## config.mk

```make
export PLATFORM = sky130hd
export DESIGN_NAME = printer_port
export DESIGN_NICKNAME = d
export VERILOG_FILES = /design/src/pkg/printer_port_pkg.sv /design/src/core/byte_queue.sv /design/src/core/printer_port.sv
export SDC_FILE = /design/constraint.sdc
export NUM_CORES = 1
export LEC_CHECK = 0
export ABC_AREA = 1
export BUFFER_PORTS_ARGS = -buffer_cell sky130_fd_sc_hd__buf_2
export CAP_MARGIN = 10
export CORE_ASPECT_RATIO = 1.1
export CORE_MARGIN = 2
export CORE_UTILIZATION = 61
export CTS_CLUSTER_DIAMETER = 100
export DETAILED_ROUTE_END_ITERATION = 8
export GPL_TIMING_DRIVEN = 0
export PLACE_DENSITY = 0.79
export SLEW_MARGIN = 20
export SYNTH_ARGS = -nofsm -noshare
export SYNTH_HDL_FRONTEND = slang
export SYNTH_SLANG_ARGS = --single-unit
```

## constraint.sdc

```tcl
create_clock -name CLOCK -period 3.1 [get_ports CLOCK]
set_clock_uncertainty 0.15 [all_clocks]
set_input_delay 0.31 -clock CLOCK [delete_from_list [all_inputs] [get_ports CLOCK]]
set_output_delay 0.31 -clock CLOCK [all_outputs]
set_load 0.01 [all_outputs]
```

## src/pkg/printer_port_pkg.sv

```systemverilog
// Constants and types shared by the printer port design
package printer_port_pkg;
	localparam int ADDR_W = 5;
	localparam logic [4:0] DATA_PORT_OFS = 5'h18;
	localparam logic [4:0] STATUS_PORT_OFS = 5'h19;
	localparam logic [4:0] COMMAND_PORT_OFS = 5'h1a;
	localparam int ST_BUSY_N_BIT = 7;
	localparam int ST_ACK_N_BIT = 6;
	localparam int ST_MEDIA_BIT = 5;
	localparam int ST_ONLINE_BIT = 4;
	localparam int ST_FAULT_N_BIT = 3;
	localparam int CMD_DRIVE_EN_N_BIT = 5;
	localparam int CMD_IRQ_GATE_BIT = 4;
	localparam int CMD_CHOOSE_BIT = 3;
	localparam int CMD_INIT_N_BIT = 2;
	localparam int CMD_LINEFEED_BIT = 1;
	localparam int CMD_LATCH_BIT = 0;
	localparam logic [7:0] STATUS_USED_MASK = 8'hf8;
	localparam logic [7:0] COMMAND_USED_MASK = 8'h3f;
	localparam logic [7:0] COMMAND_RESET = 8'h24;
	localparam logic [7:0] DATA_RESET = 8'h00;
	localparam int QUEUE_DEPTH = 16;
	localparam int SYNC_W = 13;

	typedef struct packed {
		logic busy;
		logic ack_n;
		logic media_exhausted;
		logic printer_online;
		logic fault_n;
	} status_pins_s;

	typedef struct packed {
		logic drive_enable_n;
		logic port_interrupt_gate;
		logic printer_choose;
		logic init_n;
		logic auto_linefeed;
		logic data_latch_pulse;
	} command_s;

	typedef enum logic [1:0] {
		SLOT_FREE = 2'b00,
		SLOT_LOADED = 2'b01,
		SLOT_LATCHING = 2'b11
	} slot_state_e;
endpackage

```

## src/core/byte_queue.sv

```systemverilog
// Small synchronous FIFO with valid/ready on both sides
`timescale 1ns/1ns
module byte_queue #(
	parameter int WIDTH = 8,
	parameter int DEPTH = 16
) (
	input wire logic clk,
	input wire logic rst_n,
	input wire logic [WIDTH-1:0] in_data,
	input wire logic in_valid,
	output logic in_ready,
	output logic [WIDTH-1:0] out_data,
	output logic out_valid,
	input wire logic out_ready,
	output logic full,
	output logic empty
);
	localparam int AW = $clog2(DEPTH);
	logic [WIDTH-1:0] mem [DEPTH];
	logic [AW-1:0] wr_ptr_reg;
	logic [AW-1:0] rd_ptr_reg;
	logic [AW:0] count_reg;
	logic push;
	logic pop;

	assign full = (count_reg == (AW+1)'(DEPTH));
	assign empty = (count_reg == '0);
	assign in_ready = !full;
	assign out_valid = !empty;
	assign push = in_valid && in_ready;
	assign pop = out_valid && out_ready;
	assign out_data = mem[rd_ptr_reg];

	always_ff @(posedge clk) begin
		if (push) begin
			mem[wr_ptr_reg] <= in_data;
		end
	end

	always_ff @(posedge clk or negedge rst_n) begin
		if (!rst_n) begin
			wr_ptr_reg <= '0;
			rd_ptr_reg <= '0;
			count_reg <= '0;
		end else begin
			if (push) begin
				wr_ptr_reg <= (wr_ptr_reg == AW'(DEPTH - 1)) ? '0 : wr_ptr_reg + 1'b1;
			end
			if (pop) begin
				rd_ptr_reg <= (rd_ptr_reg == AW'(DEPTH - 1)) ? '0 : rd_ptr_reg + 1'b1;
			end
			if (push && !pop) begin
				count_reg <= count_reg + 1'b1;
			end else if (pop && !push) begin
				count_reg <= count_reg - 1'b1;
			end
		end
	end

	a_queue_no_overflow: assert property (@(posedge clk) disable iff (!rst_n)
		full && !pop |=> full) else $error("Queue count changed while full without pop");
endmodule

```

## src/core/printer_port.sv

```systemverilog
// Register-driven standard printer parallel port
//
// Overview of operation
// (RULE1) After reset the data port is an input and its pins are not driven.
// (RULE2) Command bit 5 low enables driving the data register onto the data pins; it resets high.
// (RULE3) Status bit 7 reads the inverted busy input, 0 meaning the printer cannot take data.
// (RULE4) Status bit 6 reads the acknowledge input as is, 0 meaning the byte was taken.
// (RULE5) Status bit 5 reads the paper-out input as is, 1 meaning out of paper.
// (RULE6) Status bit 4 reads the online input as is, 1 meaning the printer is powered.
// (RULE7) Status bit 3 reads the active-low fault input as is, 0 meaning an error.
// (RULE8) Command bit 4 is storage only and raises no interrupt.
// (RULE9) Command bit 3 high selects the printer and drives the select pin low.
// (RULE10) Command bit 2 drives the initialize pin at the same polarity, 0 initializing.
// (RULE11) Command bit 1 high requests auto line feed and drives its pin low.
// (RULE12) Software pulses command bit 0 low-high-low and the strobe pin shows its inverse.
// (RULE13) Data reads return pin levels while not driving and the last written byte while driving.
// (RULE14) Reserved status and command bits read zero and ignore writes.
`timescale 1ns/1ns
module printer_port #(
	parameter int QUEUE_WORDS = printer_port_pkg::QUEUE_DEPTH
) (
	input wire logic CLOCK,
	input wire logic RST_N,
	input wire logic [printer_port_pkg::ADDR_W-1:0] REG_ADDR,
	input wire logic [7:0] REG_WDATA,
	input wire logic REG_WR,
	input wire logic REG_RD,
	output logic [7:0] REG_RDATA,
	output logic WR_READY,
	input wire logic [7:0] PRINTER_DATA_BUS_IN,
	output logic [7:0] PRINTER_DATA_BUS_OUT,
	output logic PRINTER_DATA_BUS_OE,
	input wire logic BUSY_PIN,
	input wire logic ACK_PIN_N,
	input wire logic MEDIA_EXHAUSTED_PIN,
	input wire logic PRINTER_ONLINE_PIN,
	input wire logic FAULT_PIN_N,
	output logic PRINTER_CHOOSE_PIN_N,
	output logic INIT_PIN_N,
	output logic AUTO_LINEFEED_PIN_N,
	output logic DATA_LATCH_PIN_N
);
	localparam int SW = printer_port_pkg::SYNC_W;

	printer_port_pkg::command_s cmd_reg;
	printer_port_pkg::status_pins_s status_now;
	printer_port_pkg::slot_state_e slot_reg;
	printer_port_pkg::slot_state_e slot_next;
	logic [SW-1:0] raw_in;
	logic [SW-1:0] sync1_reg;
	logic [SW-1:0] sync2_reg;
	logic [SW-1:0] sync3_reg;
	logic [SW-1:0] filt_reg;
	logic [7:0] last_written_reg;
	logic [7:0] data_out_reg;
	logic [7:0] rdata_next;
	logic [7:0] status_byte;
	logic [7:0] command_byte;
	logic [7:0] q_data;
	logic q_valid;
	logic q_ready;
	logic q_in_ready;
	logic wr_data;
	logic wr_cmd;
	logic latch_prev_reg;
	logic latch_rise;
	logic latch_fall;

	assign wr_data = REG_WR && (REG_ADDR == printer_port_pkg::DATA_PORT_OFS);
	assign wr_cmd = REG_WR && (REG_ADDR == printer_port_pkg::COMMAND_PORT_OFS);
	assign WR_READY = q_in_ready;

	// Pin inputs: three stages, accept a level once stages two and three agree
	assign raw_in = {PRINTER_DATA_BUS_IN, BUSY_PIN, ACK_PIN_N, MEDIA_EXHAUSTED_PIN,
		PRINTER_ONLINE_PIN, FAULT_PIN_N};

	always_ff @(posedge CLOCK or negedge RST_N) begin
		if (!RST_N) begin
			sync1_reg <= '0;
			sync2_reg <= '0;
			sync3_reg <= '0;
		end else begin
			sync1_reg <= raw_in;
			sync2_reg <= sync1_reg;
			sync3_reg <= sync2_reg;
		end
	end

	always_ff @(posedge CLOCK or negedge RST_N) begin
		if (!RST_N) begin
			filt_reg <= '0;
		end else begin
			filt_reg <= (sync2_reg & sync3_reg) | (filt_reg & (sync2_reg | sync3_reg));
		end
	end

	assign status_now = filt_reg[4:0];

	// Command port storage, reserved bits dropped
	always_ff @(posedge CLOCK or negedge RST_N) begin
		if (!RST_N) begin
			cmd_reg <= printer_port_pkg::command_s'(printer_port_pkg::COMMAND_RESET[5:0]); // [RULE1] [RULE2]
		end else if (wr_cmd) begin
			cmd_reg <= printer_port_pkg::command_s'(REG_WDATA[5:0]); // [RULE14] [RULE8]
		end
	end

	// Control pins follow the command bits
	assign PRINTER_DATA_BUS_OE = !cmd_reg.drive_enable_n; // [RULE2]
	assign PRINTER_DATA_BUS_OUT = data_out_reg; // [RULE2]
	assign PRINTER_CHOOSE_PIN_N = !cmd_reg.printer_choose; // [RULE9]
	assign INIT_PIN_N = cmd_reg.init_n; // [RULE10]
	assign AUTO_LINEFEED_PIN_N = !cmd_reg.auto_linefeed; // [RULE11]
	assign DATA_LATCH_PIN_N = !cmd_reg.data_latch_pulse; // [RULE12]

	// Strobe bit edges pace the byte queue
	always_ff @(posedge CLOCK or negedge RST_N) begin
		if (!RST_N) begin
			latch_prev_reg <= 1'b0;
		end else begin
			latch_prev_reg <= cmd_reg.data_latch_pulse;
		end
	end

	assign latch_rise = cmd_reg.data_latch_pulse && !latch_prev_reg;
	assign latch_fall = !cmd_reg.data_latch_pulse && latch_prev_reg;

	byte_queue #(
		.WIDTH(8),
		.DEPTH(QUEUE_WORDS)
	) u_queue (
		.clk(CLOCK),
		.rst_n(RST_N),
		.in_data(REG_WDATA),
		.in_valid(wr_data),
		.in_ready(q_in_ready),
		.out_data(q_data),
		.out_valid(q_valid),
		.out_ready(q_ready),
		.full(),
		.empty()
	);

	assign q_ready = (slot_reg == printer_port_pkg::SLOT_FREE);

	always_comb begin
		slot_next = slot_reg;
		unique case (slot_reg)
			printer_port_pkg::SLOT_FREE: begin
				if (q_valid) begin
					slot_next = printer_port_pkg::SLOT_LOADED;
				end
			end
			printer_port_pkg::SLOT_LOADED: begin
				if (latch_rise) begin
					slot_next = printer_port_pkg::SLOT_LATCHING;
				end
			end
			printer_port_pkg::SLOT_LATCHING: begin
				if (latch_fall) begin
					slot_next = printer_port_pkg::SLOT_FREE; // [RULE12]
				end
			end
			default: begin
				slot_next = printer_port_pkg::SLOT_FREE;
			end
		endcase
	end

	always_ff @(posedge CLOCK or negedge RST_N) begin
		if (!RST_N) begin
			slot_reg <= printer_port_pkg::SLOT_FREE;
		end else begin
			slot_reg <= slot_next;
		end
	end

	// Byte on the pins is taken from the queue when the slot is free
	always_ff @(posedge CLOCK or negedge RST_N) begin
		if (!RST_N) begin
			data_out_reg <= printer_port_pkg::DATA_RESET;
		end else if (q_valid && q_ready) begin
			data_out_reg <= q_data;
		end
	end

	// Last byte accepted from software
	always_ff @(posedge CLOCK or negedge RST_N) begin
		if (!RST_N) begin
			last_written_reg <= printer_port_pkg::DATA_RESET;
		end else if (wr_data && q_in_ready) begin
			last_written_reg <= REG_WDATA;
		end
	end

	// Status byte assembly
	always_comb begin
		status_byte = '0; // [RULE14]
		status_byte[printer_port_pkg::ST_BUSY_N_BIT] = !status_now.busy; // [RULE3]
		status_byte[printer_port_pkg::ST_ACK_N_BIT] = status_now.ack_n; // [RULE4]
		status_byte[printer_port_pkg::ST_MEDIA_BIT] = status_now.media_exhausted; // [RULE5]
		status_byte[printer_port_pkg::ST_ONLINE_BIT] = status_now.printer_online; // [RULE6]
		status_byte[printer_port_pkg::ST_FAULT_N_BIT] = status_now.fault_n; // [RULE7]
	end

	assign command_byte = {2'b00, cmd_reg}; // [RULE14]

	// Read mux, registered
	always_comb begin
		rdata_next = '0;
		unique case (REG_ADDR)
			printer_port_pkg::DATA_PORT_OFS: begin
				rdata_next = cmd_reg.drive_enable_n ? filt_reg[12:5] : last_written_reg; // [RULE13]
			end
			printer_port_pkg::STATUS_PORT_OFS: begin
				rdata_next = status_byte;
			end
			printer_port_pkg::COMMAND_PORT_OFS: begin
				rdata_next = command_byte;
			end
			default: begin
				rdata_next = '0;
			end
		endcase
	end

	always_ff @(posedge CLOCK or negedge RST_N) begin
		if (!RST_N) begin
			REG_RDATA <= '0;
		end else if (REG_RD) begin
			REG_RDATA <= rdata_next;
		end
	end

	a_data_undriven_reset: assert property (@(posedge CLOCK) disable iff (!RST_N) // [RULE1]
		$rose(RST_N) |-> !PRINTER_DATA_BUS_OE)
		else $error("Data pins driven right after reset");

	a_drive_follows_enable: assert property (@(posedge CLOCK) disable iff (!RST_N) // [RULE2]
		wr_cmd && !REG_WDATA[printer_port_pkg::CMD_DRIVE_EN_N_BIT] |=> PRINTER_DATA_BUS_OE)
		else $error("Data pins not driven after enable written");

	a_busy_inverted: assert property (@(posedge CLOCK) disable iff (!RST_N) // [RULE3]
		REG_RD && REG_ADDR == printer_port_pkg::STATUS_PORT_OFS
		|=> REG_RDATA[7] == !$past(filt_reg[4]))
		else $error("Busy status not inverted");

	a_ack_direct: assert property (@(posedge CLOCK) disable iff (!RST_N) // [RULE4]
		REG_RD && REG_ADDR == printer_port_pkg::STATUS_PORT_OFS
		|=> REG_RDATA[6] == $past(filt_reg[3]))
		else $error("Acknowledge status wrong");

	a_media_online_fault: assert property (@(posedge CLOCK) disable iff (!RST_N) // [RULE5]
		REG_RD && REG_ADDR == printer_port_pkg::STATUS_PORT_OFS
		|=> REG_RDATA[5:3] == $past(filt_reg[2:0]) && REG_RDATA[2:0] == 3'b000)
		else $error("Paper, online or fault status wrong");

	a_pin_polarity: assert property (@(posedge CLOCK) disable iff (!RST_N) // [RULE9]
		wr_cmd |=> PRINTER_CHOOSE_PIN_N == !$past(REG_WDATA[3])
		&& INIT_PIN_N == $past(REG_WDATA[2])
		&& AUTO_LINEFEED_PIN_N == !$past(REG_WDATA[1]))
		else $error("Control pin polarity wrong");

	a_strobe_pulse: assert property (@(posedge CLOCK) disable iff (!RST_N) // [RULE12]
		wr_cmd ##1 1'b1 |-> DATA_LATCH_PIN_N == !$past(REG_WDATA[0]))
		else $error("Strobe pin not inverse of command bit");

	a_readback_driving: assert property (@(posedge CLOCK) disable iff (!RST_N) // [RULE13]
		REG_RD && REG_ADDR == printer_port_pkg::DATA_PORT_OFS && PRINTER_DATA_BUS_OE
		|=> REG_RDATA == $past(last_written_reg))
		else $error("Data readback wrong while driving");

	a_reserved_cmd_zero: assert property (@(posedge CLOCK) disable iff (!RST_N) // [RULE14]
		REG_RD && REG_ADDR == printer_port_pkg::COMMAND_PORT_OFS |=> REG_RDATA[7:6] == 2'b00)
		else $error("Reserved command bits not zero");

	a_queue_paced: assert property (@(posedge CLOCK) disable iff (!RST_N) // [RULE12]
		slot_reg != printer_port_pkg::SLOT_FREE |=> $stable(PRINTER_DATA_BUS_OUT))
		else $error("Pin byte changed before strobe completed");

	a_refused_write_kept: assert property (@(posedge CLOCK) disable iff (!RST_N) // [RULE13]
		wr_data && !q_in_ready |=> last_written_reg == $past(last_written_reg))
		else $error("Refused data write changed the readback byte");

	a_cmd_stored: assert property (@(posedge CLOCK) disable iff (!RST_N) // [RULE14]
		wr_cmd |=> command_byte == {2'b00, $past(REG_WDATA[5:0])})
		else $error("Command port does not hold the written bits");

	a_readback_pins: assert property (@(posedge CLOCK) disable iff (!RST_N) // [RULE13]
		REG_RD && REG_ADDR == printer_port_pkg::DATA_PORT_OFS && !PRINTER_DATA_BUS_OE
		|=> REG_RDATA == $past(filt_reg[12:5]))
		else $error("Data readback wrong while not driving");

	a_unmapped_zero: assert property (@(posedge CLOCK) disable iff (!RST_N) // [RULE14]
		REG_RD && REG_ADDR != printer_port_pkg::DATA_PORT_OFS
		&& REG_ADDR != printer_port_pkg::STATUS_PORT_OFS
		&& REG_ADDR != printer_port_pkg::COMMAND_PORT_OFS |=> REG_RDATA == 8'h00)
		else $error("Unmapped address did not read zero");
endmodule

```

==> impl_metrics.tcl <==
set metrics [dict create \
    status "complete, no violations" \
    grt-ovfl-total 0 \
    pin_count 52 \
    syn_to_final_growth_pct 15.3 \
    cpMostUsedCell "nor2_1" \
    synth_area_per_cell_sq_um 10.6 \
    postSynthCellCount 879 \
    drt_iter0_markers 677 \
    drt-met1-wl_mm 8.17 \
    power_frac_comb 0.259 \
    peakVddDrop_v 0.000590 \
    core_sq_um 15000 \
    fp.dieH_um 134 \
    layout_commonest_cell "nand2_1" \
    cts_buffers 22 \
    pwr-share-seq 0.416 \
    setup_viol 0 \
    syn_nets 919 \
    path_cells "nor2_1 > nand4_1 > nand3_4 > clkinv_4 > buf_6 > ha_1 > inv_1 > ha_1 > a21oi_1 > nor2_1 > nor2_1 > xor2_1 > nand2_1 > nand2_1" \
    clkSinkCount 226 \
    gp_congestion 0.976 \
    grt_pass1_vias 6207 \
    power.leakage_nw 4.92 \
    synth_area_sq_um 9330 \
    final_max_slew_viol_count 0 \
    antenna_left 0 \
    rsz0062_at_grt "false" \
    clock-root-buffer "clkbuf_16" \
    p_int_w 0.00583 \
    port_buffers 50 \
    cpPeakStageDelay_ns 0.43 \
    dieArea_sq_um 16300 \
    final-hold-violation-count 0 \
    rows 47 \
    fillCellCount 1042 \
    ys_seq_area_frac 0.675 \
    hold_class "in2reg" \
    cts_max_level 1 \
    antenna_cells 0 \
    layout.nets 1008 \
    largest_reg_flops 128 \
    fmax_mhz 375 \
    p_sw_w 0.00272 \
    tns_ns 0 \
    clockBufferDepth 3 \
    cts_tree "built" \
    die_width_um 122 \
    antenna_found_initial 0 \
    grt_first_pass_wirelength_mm 32.2 \
    tightest_slew_ns 0.893 \
    drc 0 \
    cts_resized 0 \
    final_layout_size_suffix_gt1_frac 0.133 \
    power.switching_fraction 0.318 \
    ys_warn_count 0 \
    largest_register "u_queue.mem" \
    dp.cells 1126 \
    synth_ff_type "edfxtp_1" \
    ys_types 36 \
    power.density_nw_per_um2 795 \
    synth_edf_count 128 \
    slowest_stage "dfrtp_1" \
    cp-start-kind "flip-flop" \
    yosys_register_bits 226 \
    dp_hpwl_mm 13.5 \
    finalWirelength_mm 20.7 \
    finalCriticalPeriod_ns 2.67 \
    initial_core_util 0.622 \
    grt_max_degree 86 \
    critical_path_class "reg2reg" \
    via_per_inst 5.35 \
    fin_cells 1180 \
    worstPathRequired_ns 3.39 \
    cap_violations 0 \
    topRoutingLayerUsed "met4" \
    p_clk_frac 0.324 \
    most-common-layout-cells "nand2_1, edfxtp_1, inv_1, nand3_1, dfrtp_1" \
    async_flop_share 0.434 \
    crit_path_end_kind "flip-flop" \
    clock_latency_ns 0.51 \
    routed-wl-met3_mm 1.27 \
    gr-usage-all-layers 0.263 \
    cp_max_fo 10 \
    dr.pass1.iters 7 \
    wl_met2_mm 10.3 \
    slew_headroom 0.403 \
    period_share 0.860 \
    cp.arrival_ns 2.95 \
    fin_util 0.717 \
    wl_per_cell_um 17.5 \
    vias 6308 \
    path_clk_slew_ns 0.06 \
]
-- repair_timing --
| item | CTS | global route |
|---|---|---|
| buffers inserted | 0 | 0 |
| endpoints found under the hold margin | 109 | 0 |
| hold buffers | 14 | 0 |
-- routing by layer --
layer,track usage,vias up
li1,-,3000
met1,0.337,2991
met2,0.447,255
met3,0.0372,62
met4,0.114,0
met5,0,-
-- kinds of logic (layout without fill, tap and decap cells) --
logic type | Yosys count | in the layout | synth area share
AOI/OAI and AO/OA | 43 | 43 | 0.0264
xor gates and xnor gates | 6 | 6 | 0.00563
adders and majority gates | 23 | 23 | 0.0282
buffers and inverters | 164 | 269 | 0.0751
DFF | 226 | 226 | 0.675
and+or+nand+nor | 417 | 417 | 0.189
-- final cells by class --
type / instances / area [sq um] / area share
clock buffers: 31 / 626 / 0.0582
flip-flops and latches: 226 / 6300 / 0.586
clock inverters: 9 / 133 / 0.0123
inverters: 131 / 497 / 0.0462
plain buffers: 33 / 204 / 0.0190
multi-input cells: 489 / 2330 / 0.216
well taps: 196 / 245 / 0.0228
repair buffers: 65 / 424 / 0.0394
-- critical path, delay by kind of cell, from the launching register on --
family                     cells  cell delay, ns
DFF                            1            0.43
and+or+nand+nor                7            0.82
xor gates and xnor gates       1            0.16
AOI/OAI and AO/OA              1            0.17
buffers and inverters          3            0.38
adders and majority gates      2            0.50
-- per-stage QoR --
stage               hold slack (ns)  setup slack (ns)  instance area, sq um  total power, W
finish                       0.0411             0.434                 10800         0.00855
global route                 0.0509             0.204                 10800         0.00895
CTS                          0.0219             0.423                 10800         0.00853
detailed placement         -0.00250             0.379                  9860         0.00577
global placement              0.183             0.416                  9820         0.00571
floorplan                    -0.136             0.646                  9330         0.00506
-- power groups by stage --
stage	Sequential, W	Combinational (W)	Clock (W)
6_report	0.00356	0.00221	0.00277
2_1_floorplan	0.00362	0.00145	0
5_1_grt	0.00359	0.00244	0.00292
3_5_place_dp	0.00362	0.00215	0
3_3_place_gp	0.00361	0.00210	0
4_1_cts	0.00356	0.00219	0.00278
-- path summary, 6_finish.rpt --
path	start	endpoint	slack, ns	cells after the start
setup / recovery	u_queue.count_reg[0]	u_queue.count_reg[4]	0.43	14
hold / removal	REG_WR	cmd_reg[0]	0.04	4
setup reg to reg	u_queue.count_reg[0]	u_queue.count_reg[4]	0.43	14
hold reg to reg	sync1_reg[8]	sync2_reg[8]	0.20	0
max in group asynchronous	RST_N	cmd_reg[5]	2.10	3
min in group asynchronous	RST_N	PRINTER_DATA_BUS_OUT[1]	0.05	2
-- cell usage after synthesis (2+ instances only) --
cell type    n  area share
ha_1         9       0.012
inv_1      127       0.051
nand4_1      3      0.0020
dfstp_2      2      0.0056
nand2_2      3      0.0020
nand2_1    275        0.11
clkbuf_1     2     0.00081
a21boi_0     2      0.0016
buf_6        4      0.0048
nor2_1      30       0.012
inv_2        3      0.0012
o211ai_1     7      0.0056
a21oi_1      5      0.0027
nand3_1     97       0.052
or2_2        2      0.0013
o21ai_1     17      0.0091
buf_4        7      0.0056
buf_2       19       0.010
edfxtp_1   128        0.41
maj3_1      13       0.014
o21ai_2      2      0.0019
dfrtp_1     96        0.26
xor2_1       5      0.0047
o21ai_0      9      0.0048
No activity file was read; power rests on OpenSTA's default activity.
